===== config.mk =====
export PLATFORM = sky130hd
export DESIGN_NAME = rec_watchdog_flat
export DESIGN_NICKNAME = d
export VERILOG_FILES = /design/src/design/rec_pkg.sv /design/src/design/rec_wdog_if.sv /design/src/design/rec_watchdog.sv /design/src/flat_wrapper.sv
export SDC_FILE = /design/constraint.sdc
export NUM_CORES = 1
export LEC_CHECK = 0
export BUFFER_PORTS_ARGS = -buffer_cell sky130_fd_sc_hd__buf_2
export CORE_MARGIN = 4
export CORE_UTILIZATION = 40
export DETAILED_ROUTE_END_ITERATION = 7
export SLEW_MARGIN = 20
export SYNTH_ARGS = -nofsm -noshare
export SYNTH_HDL_FRONTEND = slang
export SYNTH_SLANG_ARGS = --single-unit
export TNS_END_PERCENT = 20

===== constraint.sdc =====
create_clock -name clk_sys -period 2.9 [get_ports clk_sys]
set_input_delay 0.145 -clock clk_sys [delete_from_list [all_inputs] [get_ports clk_sys]]
set_output_delay 0.145 -clock clk_sys [all_outputs]
set_load 0.01 [all_outputs]

===== src/design/rec_pkg.sv =====
// rec_pkg: register map, field positions, reset values and state encoding
// shared by the reconfiguration error checker and its watchdog.
// assumes a 20 MHz clk_sys and a word-addressed Avalon-MM slave port.
package rec_pkg;

    localparam int CLK_SYS_HZ = 20_000_000;

    // word addresses on the register port
    localparam logic [2:0] REG_CTRL = 3'h0;
    localparam logic [2:0] REG_STAT = 3'h1;
    localparam logic [2:0] REG_IRQ  = 3'h2;
    localparam logic [2:0] REG_MASK = 3'h3;
    localparam logic [2:0] REG_TOUT = 3'h4;

    // control fields
    localparam int         CTRL_ILL_EN = 0;
    localparam int         CTRL_SR_EN  = 1;
    localparam logic [1:0] CTRL_RST    = 2'h3;

    // event bits, shared by irq status and irq mask
    localparam int         EVT_ILL  = 0;
    localparam int         EVT_TOUT = 1;
    localparam int         EVT_DONE = 2;
    localparam logic [2:0] IRQ_RST  = 3'h0;
    localparam logic [2:0] MASK_RST = 3'h0;

    // status fields
    localparam int STAT_BUSY      = 0;
    localparam int STAT_ERR       = 1;
    localparam int STAT_STATE_LSB = 2;
    localparam int STAT_CAUSE_LSB = 4;

    localparam logic [1:0] CAUSE_NONE = 2'h0;
    localparam logic [1:0] CAUSE_ILL  = 2'h1;
    localparam logic [1:0] CAUSE_TOUT = 2'h2;

    // expected operation length in clk_sys cycles
    localparam logic [15:0] TOUT_RST = 16'h0400;
    localparam logic [15:0] TOUT_MIN = 16'h0001;

    localparam logic [2:0] MODE_CHAN_RECFG = 3'h1;

    localparam int         ERR_PULSE_CYC = 2;
    localparam logic [0:0] ERR_CNT_LAST  = 1'(ERR_PULSE_CYC - 1);

    typedef enum logic [1:0]
    {
        ST_IDLE  = 2'h0,
        ST_CHECK = 2'h1,
        ST_RUN   = 2'h3,
        ST_ERR   = 2'h2
    } rec_state_t;

endpackage


===== src/design/rec_wdog_if.sv =====
// rec_wdog_if: link between the checker and its operation watchdog.
// assumes both ends run on clk_sys.
`timescale 1ns/1ns
`default_nettype none
interface rec_wdog_if;
    logic        run;
    logic [15:0] limit;
    logic        expired;

    modport ctl (output run, output limit, input expired);
    modport wd  (input run, input limit, output expired);
endinterface
`default_nettype wire


===== src/design/rec_watchdog.sv =====
// rec_watchdog: counts cycles while an operation runs and flags overrun.
// assumes limit is at least one and stable while run is high.
`timescale 1ns/1ns
`default_nettype none
module rec_watchdog
    import rec_pkg::*;
(
    input  wire logic clk_sys,
    input  wire logic sys_rst,
    rec_wdog_if.wd    wdog
);

    logic [15:0] cnt_r;
    logic [15:0] cnt_nxt;
    logic        expired_r;
    logic        expired_nxt;

    always_comb
    begin
        cnt_nxt     = cnt_r;
        expired_nxt = 1'b0;
        if (!wdog.run)
        begin
            cnt_nxt = 16'h0000;
        end
        else
        begin
            // saturate so a stalled op never wraps back under the limit
            if (cnt_r != 16'hFFFF)
            begin
                cnt_nxt = cnt_r + 16'h0001;
            end
            expired_nxt = (cnt_nxt >= wdog.limit);
        end
    end

    always_ff @(posedge clk_sys)
    begin
        if (sys_rst)
        begin
            cnt_r     <= 16'h0000;
            expired_r <= 1'b0;
        end
        else
        begin
            cnt_r     <= cnt_nxt;
            expired_r <= expired_nxt;
        end
    end

    assign wdog.expired = expired_r;

    property p_wdog_quiet;
        @(posedge clk_sys) disable iff (sys_rst)
        !wdog.run |=> !wdog.expired;
    endproperty
    a_wdog_quiet: assert property (p_wdog_quiet) else $error("watchdog expired while idle");

endmodule // rec_watchdog
`default_nettype wire


===== src/flat_wrapper.sv =====
// flat-port wrapper written by rule: the top's interface ports become plain ports
module rec_watchdog_flat import rec_pkg::*;
  (clk_sys, sys_rst, wdog_run, wdog_limit, wdog_expired);
  rec_wdog_if wdog_i ();
  input  wire logic clk_sys;
  input  wire logic sys_rst;
  input wire logic [$bits(wdog_i.run)-1:0] wdog_run;
  input wire logic [$bits(wdog_i.limit)-1:0] wdog_limit;
  output wire logic [$bits(wdog_i.expired)-1:0] wdog_expired;
  assign wdog_i.run = wdog_run;
  assign wdog_i.limit = wdog_limit;
  assign wdog_expired = wdog_i.expired;
  rec_watchdog u_core (.clk_sys(clk_sys), .sys_rst(sys_rst), .wdog(wdog_i));
endmodule

; After elaboration in Yosys (flattened, before gate mapping)
; Index checks and enable logic that the tools add are counted.
[classes]
div = 0
muxes = 2
magnitude_cmp = 1
n_shift = 0
multipliers = 0
reduce_logical = 1
n_eq_ne = 1
bitwise_logic = 1
add_sub_neg = 1
[op_table]
columns = operator, count
row1 = $mux 16, 2
row2 = $add 16x1->16 const B, 1
row3 = $ge 16x16->1, 1
row4 = $ne 16x16->1 const B, 1
row5 = $reduce_or 2->1, 1
row6 = $not 1->1, 1
[word_totals]
output_inout_bits = 1
mem_bits_ro = 0
elab_cells = 9
latchBits = 0
ramBits = 0
mem_count = 0
regBits = 17
input_bits = 19

; Longest topological paths before layout
; Gate-level depths: netlist of run 1.
[logic_depth]
word_depth = 4
mapped_depth = 10
mapped_depth_nobuf = 10

; Worst setup path before layout of run 1
; Ideal clock, no wire load.
[synth_timing]
path_kind = register to register
startpoint = register u_core.cnt_r[0]
endpoint = register u_core.expired_r, in the netlist u_core.wdog.expired
arrival_time_ps = 2267
synth_period_minus_slack_ps = 2338
path_buffers = 0
setup_ps = 72
stages_incl_launch_ff = 11
slack_ps = 562
required_time_ps = 2828
cell_sequence = dfxtp_1 > ha_1 > and3_1 > nand4_4 > nor2_2 > mux2_2 > ha_1 > nand2_1 > nor4_1 > a21oi_1 > a21oi_1
[synth_via]
elab_chain_len = 4
word_cells_on_any_way = 5
classes_between = add/sub: 1 / order compare: 1 / eq/ne: 1 / mux: 2
[synth_rtl]
columns = item, line_no
row1 = "start, declared", rec_watchdog.sv:13  ; logic [15:0] cnt_r;
row2 = "start signal, assigned", rec_watchdog.sv:46  ; cnt_r <= cnt_nxt;
row3 = $add 16x1->16 or $ne 16x16->1 (tied branches), "rec_watchdog.sv:31, rec_watchdog.sv:29"
row4 = $mux 16 *, rec_watchdog.sv:29  ; if (cnt_r != 16'hFFFF)
row5 = $mux 16 *, rec_watchdog.sv:22  ; if (!wdog.run)
row6 = $ge 16x16->1 *, rec_watchdog.sv:33  ; expired_nxt = (cnt_nxt >= wdog.limit);
row7 = "end signal, assigned", rec_watchdog.sv:47  ; expired_r <= expired_nxt;
row8 = "end, declared", rec_watchdog.sv:15  ; logic expired_r;
; Every way passes the cells marked *; elsewhere a longest branch is shown, timed or not. The select of a mux whose other input is x is not followed.
; A chain may end at the register's enable or synchronous reset.

; Worst setup path after layout of run 1
; Ends and elaborated chain as after synthesis.

==> metrics.log, run 1 <==
INFO  metric grt_overflow_total = 0
INFO  metric worst-endpoint-required = 3.14 ns
INFO  metric numPlacedInstances = roughly 240
INFO  metric area_delta_synth_final = 12.2%
INFO  metric drv.max_cap_violation_count = 0
INFO  metric finalCriticalPeriod = approximately 2.6 ns
INFO  metric critical_path.reg2reg.startpoint = u_core.cnt_r[0]
INFO  metric synth_fp_nets = 210
INFO  metric layer_carrying_the_most_global_route_usage = met2
INFO  metric portBuffers = 19
INFO  metric synth_edf_count = 0
INFO  metric postRouteWirelength = 3050 um
INFO  metric htreeDepth = 1
INFO  metric starting_density = 41.7%
INFO  metric asyncSetResetFlopFracSynth = 0%
INFO  metric critical_path.startpoint = u_core.cnt_r[0]
INFO  metric worst_path_largest_cell_delay = 0.45 ns
INFO  metric diodes = 0
INFO  metric final.setup.tns = 0 ns
INFO  metric post-layout-total-power = 0.000419 W
INFO  metric detailedRoute.firstPassIterationCount = 4
INFO  metric post_cts.resized_instances = 0
INFO  metric post_route_cells_drive_above_1_share = 19.5%
INFO  metric timing.setup.critical_path_class = flop to flop
INFO  metric ios = 20
INFO  metric cts_tree = yes
INFO  metric final_util = approximately 47%
INFO  metric worstPathArrival = 2.86 ns
INFO  metric std_cell_rows = 21
INFO  metric startpoint_types = flop
INFO  metric netlist_instances = 174
INFO  metric crit_path_end_kind = flop
INFO  metric vias_in_the_first_global_route = 1259
INFO  metric power.density_cell_area = around 270 mW/mm^2
INFO  metric max_slew.worst_pin.slew = 0.584 ns
INFO  metric number_of_remaining_drc_errors = 0
INFO  metric cts.sinks = 17
INFO  metric die_h = 67.2 um
INFO  metric synthDominantCellAreaShare = 24.3%
INFO  metric finalMaxSlewViolations = 0
INFO  metric hold_start = sys_rst
INFO  metric postRouteAntennaNets = 0
INFO  metric timing.clock.skew = approximately 0.011 ns
INFO  metric cellLeakagePower = a little over 0.7 nW
INFO  metric fmax = ~380 MHz
INFO  metric worst_skew_pair.late_latency = 0.30 ns
INFO  metric rsz0062_at_grt = no
INFO  metric crit_path_cell_trace = ha_1 -> and3_1 -> nand4_4 -> nor2_2 -> mux2_2 -> ha_1 -> nand2_1 -> nor4_1 -> a21oi_1 -> a21oi_1
INFO  metric crit_slowest_cell = dfxtp_1
INFO  metric grt_use_met2 = about a quarter
INFO  metric cts_setup_buffers = 0
INFO  metric status = complete, no violations
INFO  metric vias = 1299
INFO  metric detail_route.wl_per_cell = 12.7 um
INFO  metric dp_slack = 0.328 ns
INFO  metric wire_length_of_the_first_global_routing_pass = ~5400 um
INFO  metric ff_latch_area = 340 um^2
INFO  metric timing.hold.worst.class = input port to flop
INFO  metric filler_cell_count = 357
INFO  metric synth-warning-count = 0
INFO  metric setup_ws = 0.280 ns
INFO  metric globalRouteMet3Util = 3.00%
INFO  metric ir_worst_vdd = 0.000276 V
INFO  metric multi_input_area = about 980 um^2
INFO  metric final_min_period_over_clock_period = 90.3%
INFO  metric maximum_clock_insertion_buffer_count = 2
INFO  metric chipWidth = 67.2 um
INFO  metric worstPathMaxFanout = 6
INFO  metric design.final.nets = 232
INFO  metric global_route.usage.total = approximately 15%
INFO  metric commonest_register_cell_after_synthesis = dfxtp_1
INFO  metric post_cts_hold_buffer_count = 0
INFO  metric synth_top_cells_by_area = dfxtp_1 24%, ha_1 15%, mux2i_1 5.0%, inv_1 4.8%, nand2_1 4.8%
INFO  metric syn_area = 0.00140 mm^2
INFO  metric ys_seq_area_share = 24.3%
INFO  metric viasPerCell = 5.39
INFO  metric stdcell_count = about 240
INFO  metric yosysTopAreaCell = dfxtp_1
INFO  metric place.detailed.hpwl = 2530 um
INFO  metric gr_util_met1 = 20.2%
INFO  metric timing_hold_violations_final = 0
INFO  metric clk_root_buffer_cell = clkbuf_4
INFO  metric setup_viol = 0
INFO  metric cts_buffer_count = 3
INFO  metric fp.coreArea = 0.00336 mm^2
INFO  metric die_area = 0.00451 mm^2
INFO  metric largest_net_degree_at_the_start_of_global_routing = 17
INFO  metric layout_common_cells = 19 x buf_2, 18 x inv_1, 18 x nand2_1
INFO  metric drt_iter0_markers = 82
INFO  metric path_clk_slew = approximately 0.12 ns
INFO  metric cell_variety_after_synth = 38
INFO  metric antenna_found_initial = 0
INFO  metric postSynthAreaPerCell = 8.05 um^2
INFO  metric synthesized_flop_and_latch_total = 17
INFO  metric gp_congestion = 0.892
INFO  metric most_common_library_cell_in_the_layout_ignoring_fill_and_taps = buf_2
INFO  metric worst_slew_margin_rel = between 60 and 70%
routing by layer:
layer,part of all wire (%),vias to the layer above
met5,0,-
met1,49,601
met2,45,28
li1,-,664
met4,1.9,0
met3,3.8,6
cell families after synthesis:
| group | after synthesis | synth area share, % |
|---|---|---|
| mux | 9 | 6.61 |
| xor+xnor | 5 | 3.13 |
| fa+ha+maj | 17 | 15.2 |
| simple gates | 73 | 30.4 |
| compound gates | 33 | 14.8 |
| flops | 17 | 24.3 |
| buf+inv | 20 | 5.62 |
registers in the layout, summed over array words and instances (netlist names):
signal	count
u_core.cnt_r	16
u_core.wdog.expired	1
critical path: cells and delay by family, from the launching register on:
| family | cells | cell delay, ns |
|---|---|---|
| mux | 1 | 0.35 |
| simple gates | 5 | 0.96 |
| compound gates | 2 | 0.24 |
| flops | 1 | 0.45 |
| fa+ha+maj | 2 | 0.56 |
through the flow:
stage | cell area [um^2] | hold WS [ns]
2_1_floorplan | 1400 | 0.393
3_3_place_gp | 1540 | 0.512
3_5_place_dp | 1540 | 0.520
4_1_cts | 1570 | 0.338
5_1_grt | 1570 | 0.264
6_report | 1570 | 0.233
worst paths after layout:
kind,cells after the start,end,slack [ns]
max reg2reg,10,u_core.wdog.expired,0.28
max,10,u_core.wdog.expired,0.28
min reg2reg,2,u_core.cnt_r[8],0.53
min,4,u_core.cnt_r[5],0.23
power breakdown:
part           internal (W)  total (W)  switching [W]
Clock             0.0000514   0.000136      0.0000847
Combinational     0.0000212  0.0000456      0.0000244
Sequential         0.000235   0.000237     0.00000203
Total              0.000307   0.000419       0.000111
synthesized netlist by cell type, types with 2 or more instances:
library cell,count
a211oi_2,2
a21oi_1,13
a21oi_2,2
a31oi_1,4
and2_1,7
and3_1,3
and4_1,3
dfxtp_1,17
ha_1,17
inv_1,18
mux2_2,2
mux2i_1,7
nand2_1,18
nand2b_1,6
nand3_1,8
nand4_1,6
nor2_1,6
nor3_1,4
nor4_1,2
o21ai_0,8
xnor2_1,3
xor2_1,2
cell type report:
cell class / instances / share of cell area, %
Clock buffer: 3 / 1.43
Sequential cell: 17 / 21.6
Clock inverter: 1 / 0.318
Tap cell: 46 / 3.66
Multi-Input combinational cell: 137 / 62.6
Timing Repair Buffer: 19 / 6.05
Inverter: 18 / 4.30
No activity file was read; power rests on OpenSTA's default activity.
==> run 2, diff against run 1 <==
--- a/config.mk
+++ b/config.mk
@@ -7,8 +7,9 @@
 export LEC_CHECK = 0
 export BUFFER_PORTS_ARGS = -buffer_cell sky130_fd_sc_hd__buf_2
 export CORE_MARGIN = 4
-export CORE_UTILIZATION = 40
+export CORE_UTILIZATION = 45
 export DETAILED_ROUTE_END_ITERATION = 7
+export PLACE_DENSITY = 0.65
 export SLEW_MARGIN = 20
 export SYNTH_ARGS = -nofsm -noshare
 export SYNTH_HDL_FRONTEND = slang
==> metrics.log, run 2 (same netlist as run 1, synthesis figures left out) <==
INFO  metric largest_net_degree_at_the_start_of_global_routing = 17 (unchanged)
INFO  metric vias_in_the_first_global_route = 1205 (-4.3%)
INFO  metric path_clk_slew = 0.10 ns (-0.02 ns)
INFO  metric crit-reg2reg-capture = u_core.wdog.expired
INFO  metric setup_viol = 0 (unchanged)
INFO  metric dp_slack = 0.296 ns (-0.0323 ns)
INFO  metric max_slew.worst_pin.slew = 0.622 ns (+0.0379 ns)
INFO  metric worst_slew_margin_rel = 58.4% (-2.5 points)
INFO  metric rrSetupSlack = 0.28 ns (about the same)
INFO  metric cts_tree = yes
INFO  metric layout_common_cells = 19 x buf_2, 18 x inv_1, 18 x nand2_1
INFO  metric rr_worst_depth = 10 (unchanged)
INFO  metric clk_root_buffer_cell = clkbuf_4
INFO  metric worst_skew_pair.late_latency = 0.29 ns (about the same)
INFO  metric timing.clock.skew = 0.00585 ns (-0.00480 ns)
INFO  metric global_route.usage.total = 15.7% (+0.21 points)
INFO  metric post_cts_hold_buffer_count = 0 (unchanged)
INFO  metric timing.hold.worst.class = input port to flop
INFO  metric status = complete, no violations
INFO  metric htreeDepth = 1 (unchanged)
INFO  metric post_route_cells_drive_above_1_share = 19.0% (-0.51 points)
INFO  metric maximum_clock_insertion_buffer_count = 2 (unchanged)
INFO  metric startpoint_types = flop
INFO  metric worst_hold_path.endpoint = u_core.cnt_r[14]
INFO  metric finalCriticalPeriod = 2.62 ns (-0.00448 ns)
INFO  metric worstPathMaxFanout = 6 (unchanged)
INFO  metric hold_start = sys_rst
INFO  metric crit_path_end_kind = flop
INFO  metric critical_path.reg2reg.startpoint = u_core.cnt_r[0]
INFO  metric numPlacedInstances = 233 (-1.7%)
INFO  metric fmax = 382 MHz (+0.17%)
INFO  metric cts.sinks = 17 (unchanged)
INFO  metric largest_register_ff_count = 16 (unchanged)
INFO  metric ir_worst_vdd = 0.000185 V (-33%)
INFO  metric post-layout-total-power = 0.000410 W (-2.0%)
INFO  metric worst_path_largest_cell_delay = 0.41 ns (-0.04 ns)
INFO  metric post_cts.resized_instances = 0 (unchanged)
INFO  metric power.density_cell_area = 262 mW/mm^2 (-1.6%)
INFO  metric detail_route.wl_per_cell = 13.1 um (+3.5%)
INFO  metric number_of_remaining_drc_errors = 0 (unchanged)
INFO  metric finalMaxSlewViolations = 0 (unchanged)
INFO  metric diodes = 0 (unchanged)
INFO  metric viasPerCell = 5.41 (+0.44%)
INFO  metric die_area = 0.00407 mm^2 (-9.8%)
INFO  metric hold-path-cell-count = 4 (unchanged)
INFO  metric cpLargestDelayFamily = simple AND/OR/NAND/NOR gates
INFO  metric timing.setup.critical_path_class = flop to flop
INFO  metric ios = 20 (unchanged)
INFO  metric filler_cell_count = 283 (-21%)
INFO  metric worst-endpoint-required = 3.13 ns (about the same)
INFO  metric final.setup.tns = 0 ns (unchanged)
INFO  metric cp_num_buf_inv = 0 (unchanged)
INFO  metric wire_length_of_the_first_global_routing_pass = 5130 um (-5.6%)
INFO  metric fp.coreArea = 0.00288 mm^2 (-14%)
INFO  metric worstPathArrival = 2.84 ns (-0.02 ns)
INFO  metric gp_congestion = 0.856 (-4.0%)
INFO  metric antenna_found_initial = 0 (unchanged)
INFO  metric postRouteAntennaNets = 0 (unchanged)
INFO  metric cts_setup_buffers = 0 (unchanged)
INFO  metric vias = 1283 (-1.2%)
INFO  metric starting_density = 48.7% (+7.1 points)
INFO  metric timing_hold_violations_final = 0 (unchanged)
INFO  metric die_h = 63.8 um (-5.0%)
INFO  metric setup_ws = 0.285 ns (+0.00448 ns)
INFO  metric place.detailed.hpwl = 2550 um (+0.84%)
INFO  metric postRouteWirelength = 3110 um (+1.8%)
INFO  metric std_cell_rows = 19 (-9.5%)
INFO  metric registers.top_by_ff_count = u_core.cnt_r
INFO  metric drv.max_cap_violation_count = 0 (unchanged)
INFO  metric rsz0062_at_grt = no
INFO  metric cellLeakagePower = 0.722 nW (-0.38%)
INFO  metric final_min_period_over_clock_period = 90.2% (-0.15 points)
INFO  metric area_delta_synth_final = 11.8%
INFO  metric grt_overflow_total = 0 (unchanged)
INFO  metric drt_iter0_markers = 67 (-18%)
INFO  metric crit_path_cell_trace = ha_1 -> and3_1 -> nand4_4 -> nor2_2 -> mux2_2 -> ha_1 -> nand2_1 -> nor4_1 -> a21oi_1 -> a21oi_1
INFO  metric cts_buffer_count = 3 (unchanged)
INFO  metric design.final.nets = 232 (unchanged)
INFO  metric detailedRoute.firstPassIterationCount = 4 (unchanged)
INFO  metric crit_slowest_cell = dfxtp_1
INFO  metric chipWidth = 63.8 um (-5.0%)
INFO  metric stdcell_count = 237 (-1.7%)
INFO  metric most_common_library_cell_in_the_layout_ignoring_fill_and_taps = buf_2
INFO  metric portBuffers = 19 (unchanged)
==> run 2: worst register-to-register path: cells and delay by family (launching register included) <==
| family | cells | cell delay [ns] |
|---|---|---|
| AO/OA/AOI/OAI | 2 | 0.24 |
| multiplexers | 1 | 0.36 |
| flip-flops | 1 | 0.41 |
| AND/OR/NAND/NOR | 5 | 0.98 |
| adder cells (fa/ha/maj) | 2 | 0.56 |
==> run 2: routing by layer <==
layer	GRT usage (%)	share of wire [%]
met1	19.7	45
met2	27.0	48
met3	4.38	5.5
met4	2.70	1.2
met5	0	0
==> run 2: final cells by class <==
| type | instances | area [um^2] | share of cell area (%) |
|---|---|---|---|
| well taps | 42 | 52.6 | 3.35 |
| clock buffers | 4 | 26.3 | 1.68 |
| repair buffers | 19 | 95.1 | 6.07 |
| multi-input cells | 137 | 985 | 62.9 |
| flip-flops and latches | 17 | 340 | 21.7 |
| inverters | 18 | 67.6 | 4.31 |
==> run 2: power by group <==
group	internal (W)	total (W)	leakage, nW	switching [W]
Combinational	0.0000212	0.0000452	0.570	0.0000240
Sequential	0.000235	0.000236	0.137	0.00000172
Clock	0.0000535	0.000129	0.0150	0.0000752
Total	0.000309	0.000410	0.722	0.000101
==> run 2: worst max path at each step <==
stage	endpoint	slack (ns)	start	cells after the start
2_1_floorplan	u_core.wdog.expired	0.56	u_core.cnt_r[0]	10
3_3_place_gp	u_core.wdog.expired	0.44	u_core.cnt_r[0]	10
3_5_place_dp	u_core.wdog.expired	0.30	u_core.cnt_r[0]	10
4_1_cts	u_core.wdog.expired	0.28	u_core.cnt_r[0]	10
5_1_grt	u_core.wdog.expired	0.1	u_core.cnt_r[0]	10
6_report	u_core.wdog.expired	0.28	u_core.cnt_r[0]	10
==> run 2: metrics by stage <==
stage	hold WS, ns	utilization, %	instance area, um^2
after global routing	0.301	54.5	1570
after CTS	0.360	54.4	1560
after detailed placement	0.510	53.5	1540
after global placement	0.498	53.5	1540
after floorplan	0.393	-	1400
final	0.250	54.5	1570
==> run 3, diff against run 2 <==
--- a/config.mk
+++ b/config.mk
@@ -5,11 +5,14 @@
 export SDC_FILE = /design/constraint.sdc
 export NUM_CORES = 1
 export LEC_CHECK = 0
+export ABC_CLOCK_PERIOD_IN_PS = 2900
 export BUFFER_PORTS_ARGS = -buffer_cell sky130_fd_sc_hd__buf_2
+export CELL_PAD_IN_SITES_DETAIL_PLACEMENT = 1
+export CELL_PAD_IN_SITES_GLOBAL_PLACEMENT = 1
 export CORE_MARGIN = 4
-export CORE_UTILIZATION = 45
+export CORE_UTILIZATION = 42
 export DETAILED_ROUTE_END_ITERATION = 7
-export PLACE_DENSITY = 0.65
+export PLACE_DENSITY_LB_ADDON = 0.1
 export SLEW_MARGIN = 20
 export SYNTH_ARGS = -nofsm -noshare
 export SYNTH_HDL_FRONTEND = slang
==> metrics.log, run 3 (same netlist as run 1, synthesis figures left out) <==
INFO  metric largest_register_ff_count = 16 (unchanged)
INFO  metric viasPerCell = 5.38 (-0.53%)
INFO  metric final_cell_area = 0.00158 mm^2 (+0.64%)
INFO  metric drt_iter0_markers = 37 (-45%)
INFO  metric diodes = 0 (unchanged)
INFO  metric most_common_library_cell_in_the_layout_ignoring_fill_and_taps = buf_2
INFO  metric worstPathMaxFanout = 6 (unchanged)
INFO  metric detailedRoute.firstPassIterationCount = 4 (unchanged)
INFO  metric grt_overflow_total = 0 (unchanged)
INFO  metric cts_buffer_count = 3 (unchanged)
INFO  metric post_route_cells_drive_above_1_share = 20.0% (+1.0 points)
INFO  metric die_h = 65.8 um (+3.1%)
INFO  metric setup_ws = 0.321 ns (+0.0358 ns)
INFO  metric fmax = 388 MHz (+1.4%)
INFO  metric timing.setup.critical_path_class = flop to flop
INFO  metric worst-endpoint-required = 3.14 ns (about the same)
INFO  metric finalMaxSlewViolations = 0 (unchanged)
INFO  metric place.detailed.hpwl = 2880 um (+13%)
INFO  metric setup_viol = 0 (unchanged)
INFO  metric timing.clock.skew = 0.00598 ns (+0.000126 ns)
INFO  metric cpLargestDelayFamily = simple AND/OR/NAND/NOR gates
INFO  metric status = complete, no violations
INFO  metric drv.max_cap_violation_count = 0 (unchanged)
INFO  metric global_route.usage.total = 17.9% (+2.3 points)
INFO  metric power.density_cell_area = 265 mW/mm^2 (+1.3%)
INFO  metric timing.hold.worst.class = input port to flop
INFO  metric final.setup.tns = 0 ns (unchanged)
INFO  metric cp_num_buf_inv = 0 (unchanged)
INFO  metric crit_path_end_kind = flop
INFO  metric htreeDepth = 1 (unchanged)
INFO  metric worstPathArrival = 2.81 ns (-0.03 ns)
INFO  metric starting_density = 44.8% (-3.9 points)
INFO  metric crit_slowest_cell = dfxtp_1
INFO  metric antenna_found_initial = 0 (unchanged)
INFO  metric rsz0062_at_grt = no
INFO  metric layout_common_cells = 19 x buf_2, 18 x inv_1, 18 x nand2_1
INFO  metric finalCriticalPeriod = 2.58 ns (-0.0358 ns)
INFO  metric clk_root_buffer_cell = clkbuf_4
INFO  metric crit_path_cell_trace = ha_1 -> and3_2 -> nand4_4 -> nor2_2 -> mux2_2 -> ha_1 -> nand2_1 -> nor4_2 -> a21oi_1 -> a21oi_1
INFO  metric chipWidth = 65.8 um (+3.1%)
INFO  metric gp_congestion = 0.781 (-8.8%)
INFO  metric number_of_remaining_drc_errors = 0 (unchanged)
INFO  metric registers.top_by_ff_count = u_core.cnt_r
INFO  metric startpoint_types = flop
INFO  metric postRouteAntennaNets = 0 (unchanged)
INFO  metric vias_in_the_first_global_route = 1308 (+8.5%)
INFO  metric worst_slew_margin_rel = 60.2% (+1.8 points)
INFO  metric postRouteWirelength = 3500 um (+13%)
INFO  metric maximum_clock_insertion_buffer_count = 2 (unchanged)
INFO  metric cts_setup_buffers = 0 (unchanged)
INFO  metric detail_route.wl_per_cell = 14.6 um (+12%)
INFO  metric cellLeakagePower = 0.721 nW (about the same)
INFO  metric design.final.nets = 232 (unchanged)
INFO  metric largest_net_degree_at_the_start_of_global_routing = 17 (unchanged)
INFO  metric portBuffers = 19 (unchanged)
INFO  metric die_area = 0.00432 mm^2 (+6.2%)
INFO  metric std_cell_rows = 20 (+1)
INFO  metric final_min_period_over_clock_period = 88.9% (-1.2 points)
INFO  metric area_delta_synth_final = 12.5%
INFO  metric post_dp_cell_area = 0.00154 mm^2 (+0.16%)
INFO  metric dp_slack = 0.317 ns (+0.0211 ns)
INFO  metric cts_tree = yes
INFO  metric ios = 20 (unchanged)
INFO  metric path_clk_slew = 0.11 ns (about the same)
INFO  metric vias = 1287 (+0.31%)
INFO  metric worst_path_largest_cell_delay = 0.43 ns (+0.02 ns)
INFO  metric max_slew.worst_pin.slew = 0.594 ns (-0.0273 ns)
INFO  metric cts.sinks = 17 (unchanged)
INFO  metric timing_hold_violations_final = 0 (unchanged)
INFO  metric worst_skew_pair.late_latency = 0.30 ns (about the same)
INFO  metric fp.coreArea = 0.00313 mm^2 (+8.7%)
INFO  metric ir_worst_vdd = 0.000203 V (+9.8%)
INFO  metric wire_length_of_the_first_global_routing_pass = 5930 um (+16%)
-- run 3: cell count changes in the layout (fill, tap and decap cells not counted) --
cell / delta
and3_2: +1
nor4_1: -1
and3_1: -1
nor4_2: +1
-- run 3: where the power goes --
part / leakage, nW / internal [W] / switching, W
logic: 0.569 / 0.0000213 / 0.0000255
clock network: 0.0150 / 0.0000536 / 0.0000813
registers: 0.137 / 0.000235 / 0.00000186
total: 0.721 / 0.000310 / 0.000109
-- run 3: repair_timing --
item / 4_1_cts / 5_1_grt
resized for setup: 0 / 2
hold buffers: 0 / 0
setup endpoints to repair: 0 / 1
-- run 3: area by class of cell --
cell class | instances | area (um^2)
inverters | 18 | 67.6
multi-input cells | 137 | 992
repair buffers | 19 | 95.1
flip-flops and latches | 17 | 340
clock buffers | 4 | 26.3
fillers | 410 | 1550
well taps | 44 | 55.1
-- run 3: routing by layer --
metal,vias up,wire (um),GRT usage (%)
met4,0,30,5.44
li1,661,-,-
met2,17,1730,30.0
met5,-,0,0
met3,4,139,4.44
met1,605,1600,22.5
-- run 3: path summary, 6_finish.rpt --
kind	startpoint	endpoint	slack, ns	cells after the start
max	u_core.cnt_r[0]	u_core.wdog.expired	0.32	10
min	sys_rst	u_core.cnt_r[3]	0.24	4
max reg2reg	u_core.cnt_r[0]	u_core.wdog.expired	0.32	10
min reg2reg	u_core.cnt_r[9]	u_core.cnt_r[9]	0.53	2
-- run 3: per-stage QoR --
step | std cells | power (W) | utilization [%] | hold WS (ns)
after floorplan | 174 | 0.000268 | - | 0.393
after global placement | 235 | 0.000285 | 49.2 | 0.504
after detailed placement | 235 | 0.000289 | 49.2 | 0.514
after CTS | 239 | 0.000422 | 50.1 | 0.350
after global routing | 239 | 0.000439 | 50.4 | 0.285
final | 239 | 0.000418 | 50.4 | 0.238
-- run 3: worst reg2reg max path, cell delays in order, from the launching register on --
cell     delay [ns]
dfxtp_1        0.43
ha_1           0.29
and3_2         0.30
nand4_4        0.13
nor2_2         0.18
mux2_2         0.35
ha_1           0.27
nand2_1        0.08
nor4_2         0.24
a21oi_1        0.10
a21oi_1        0.15
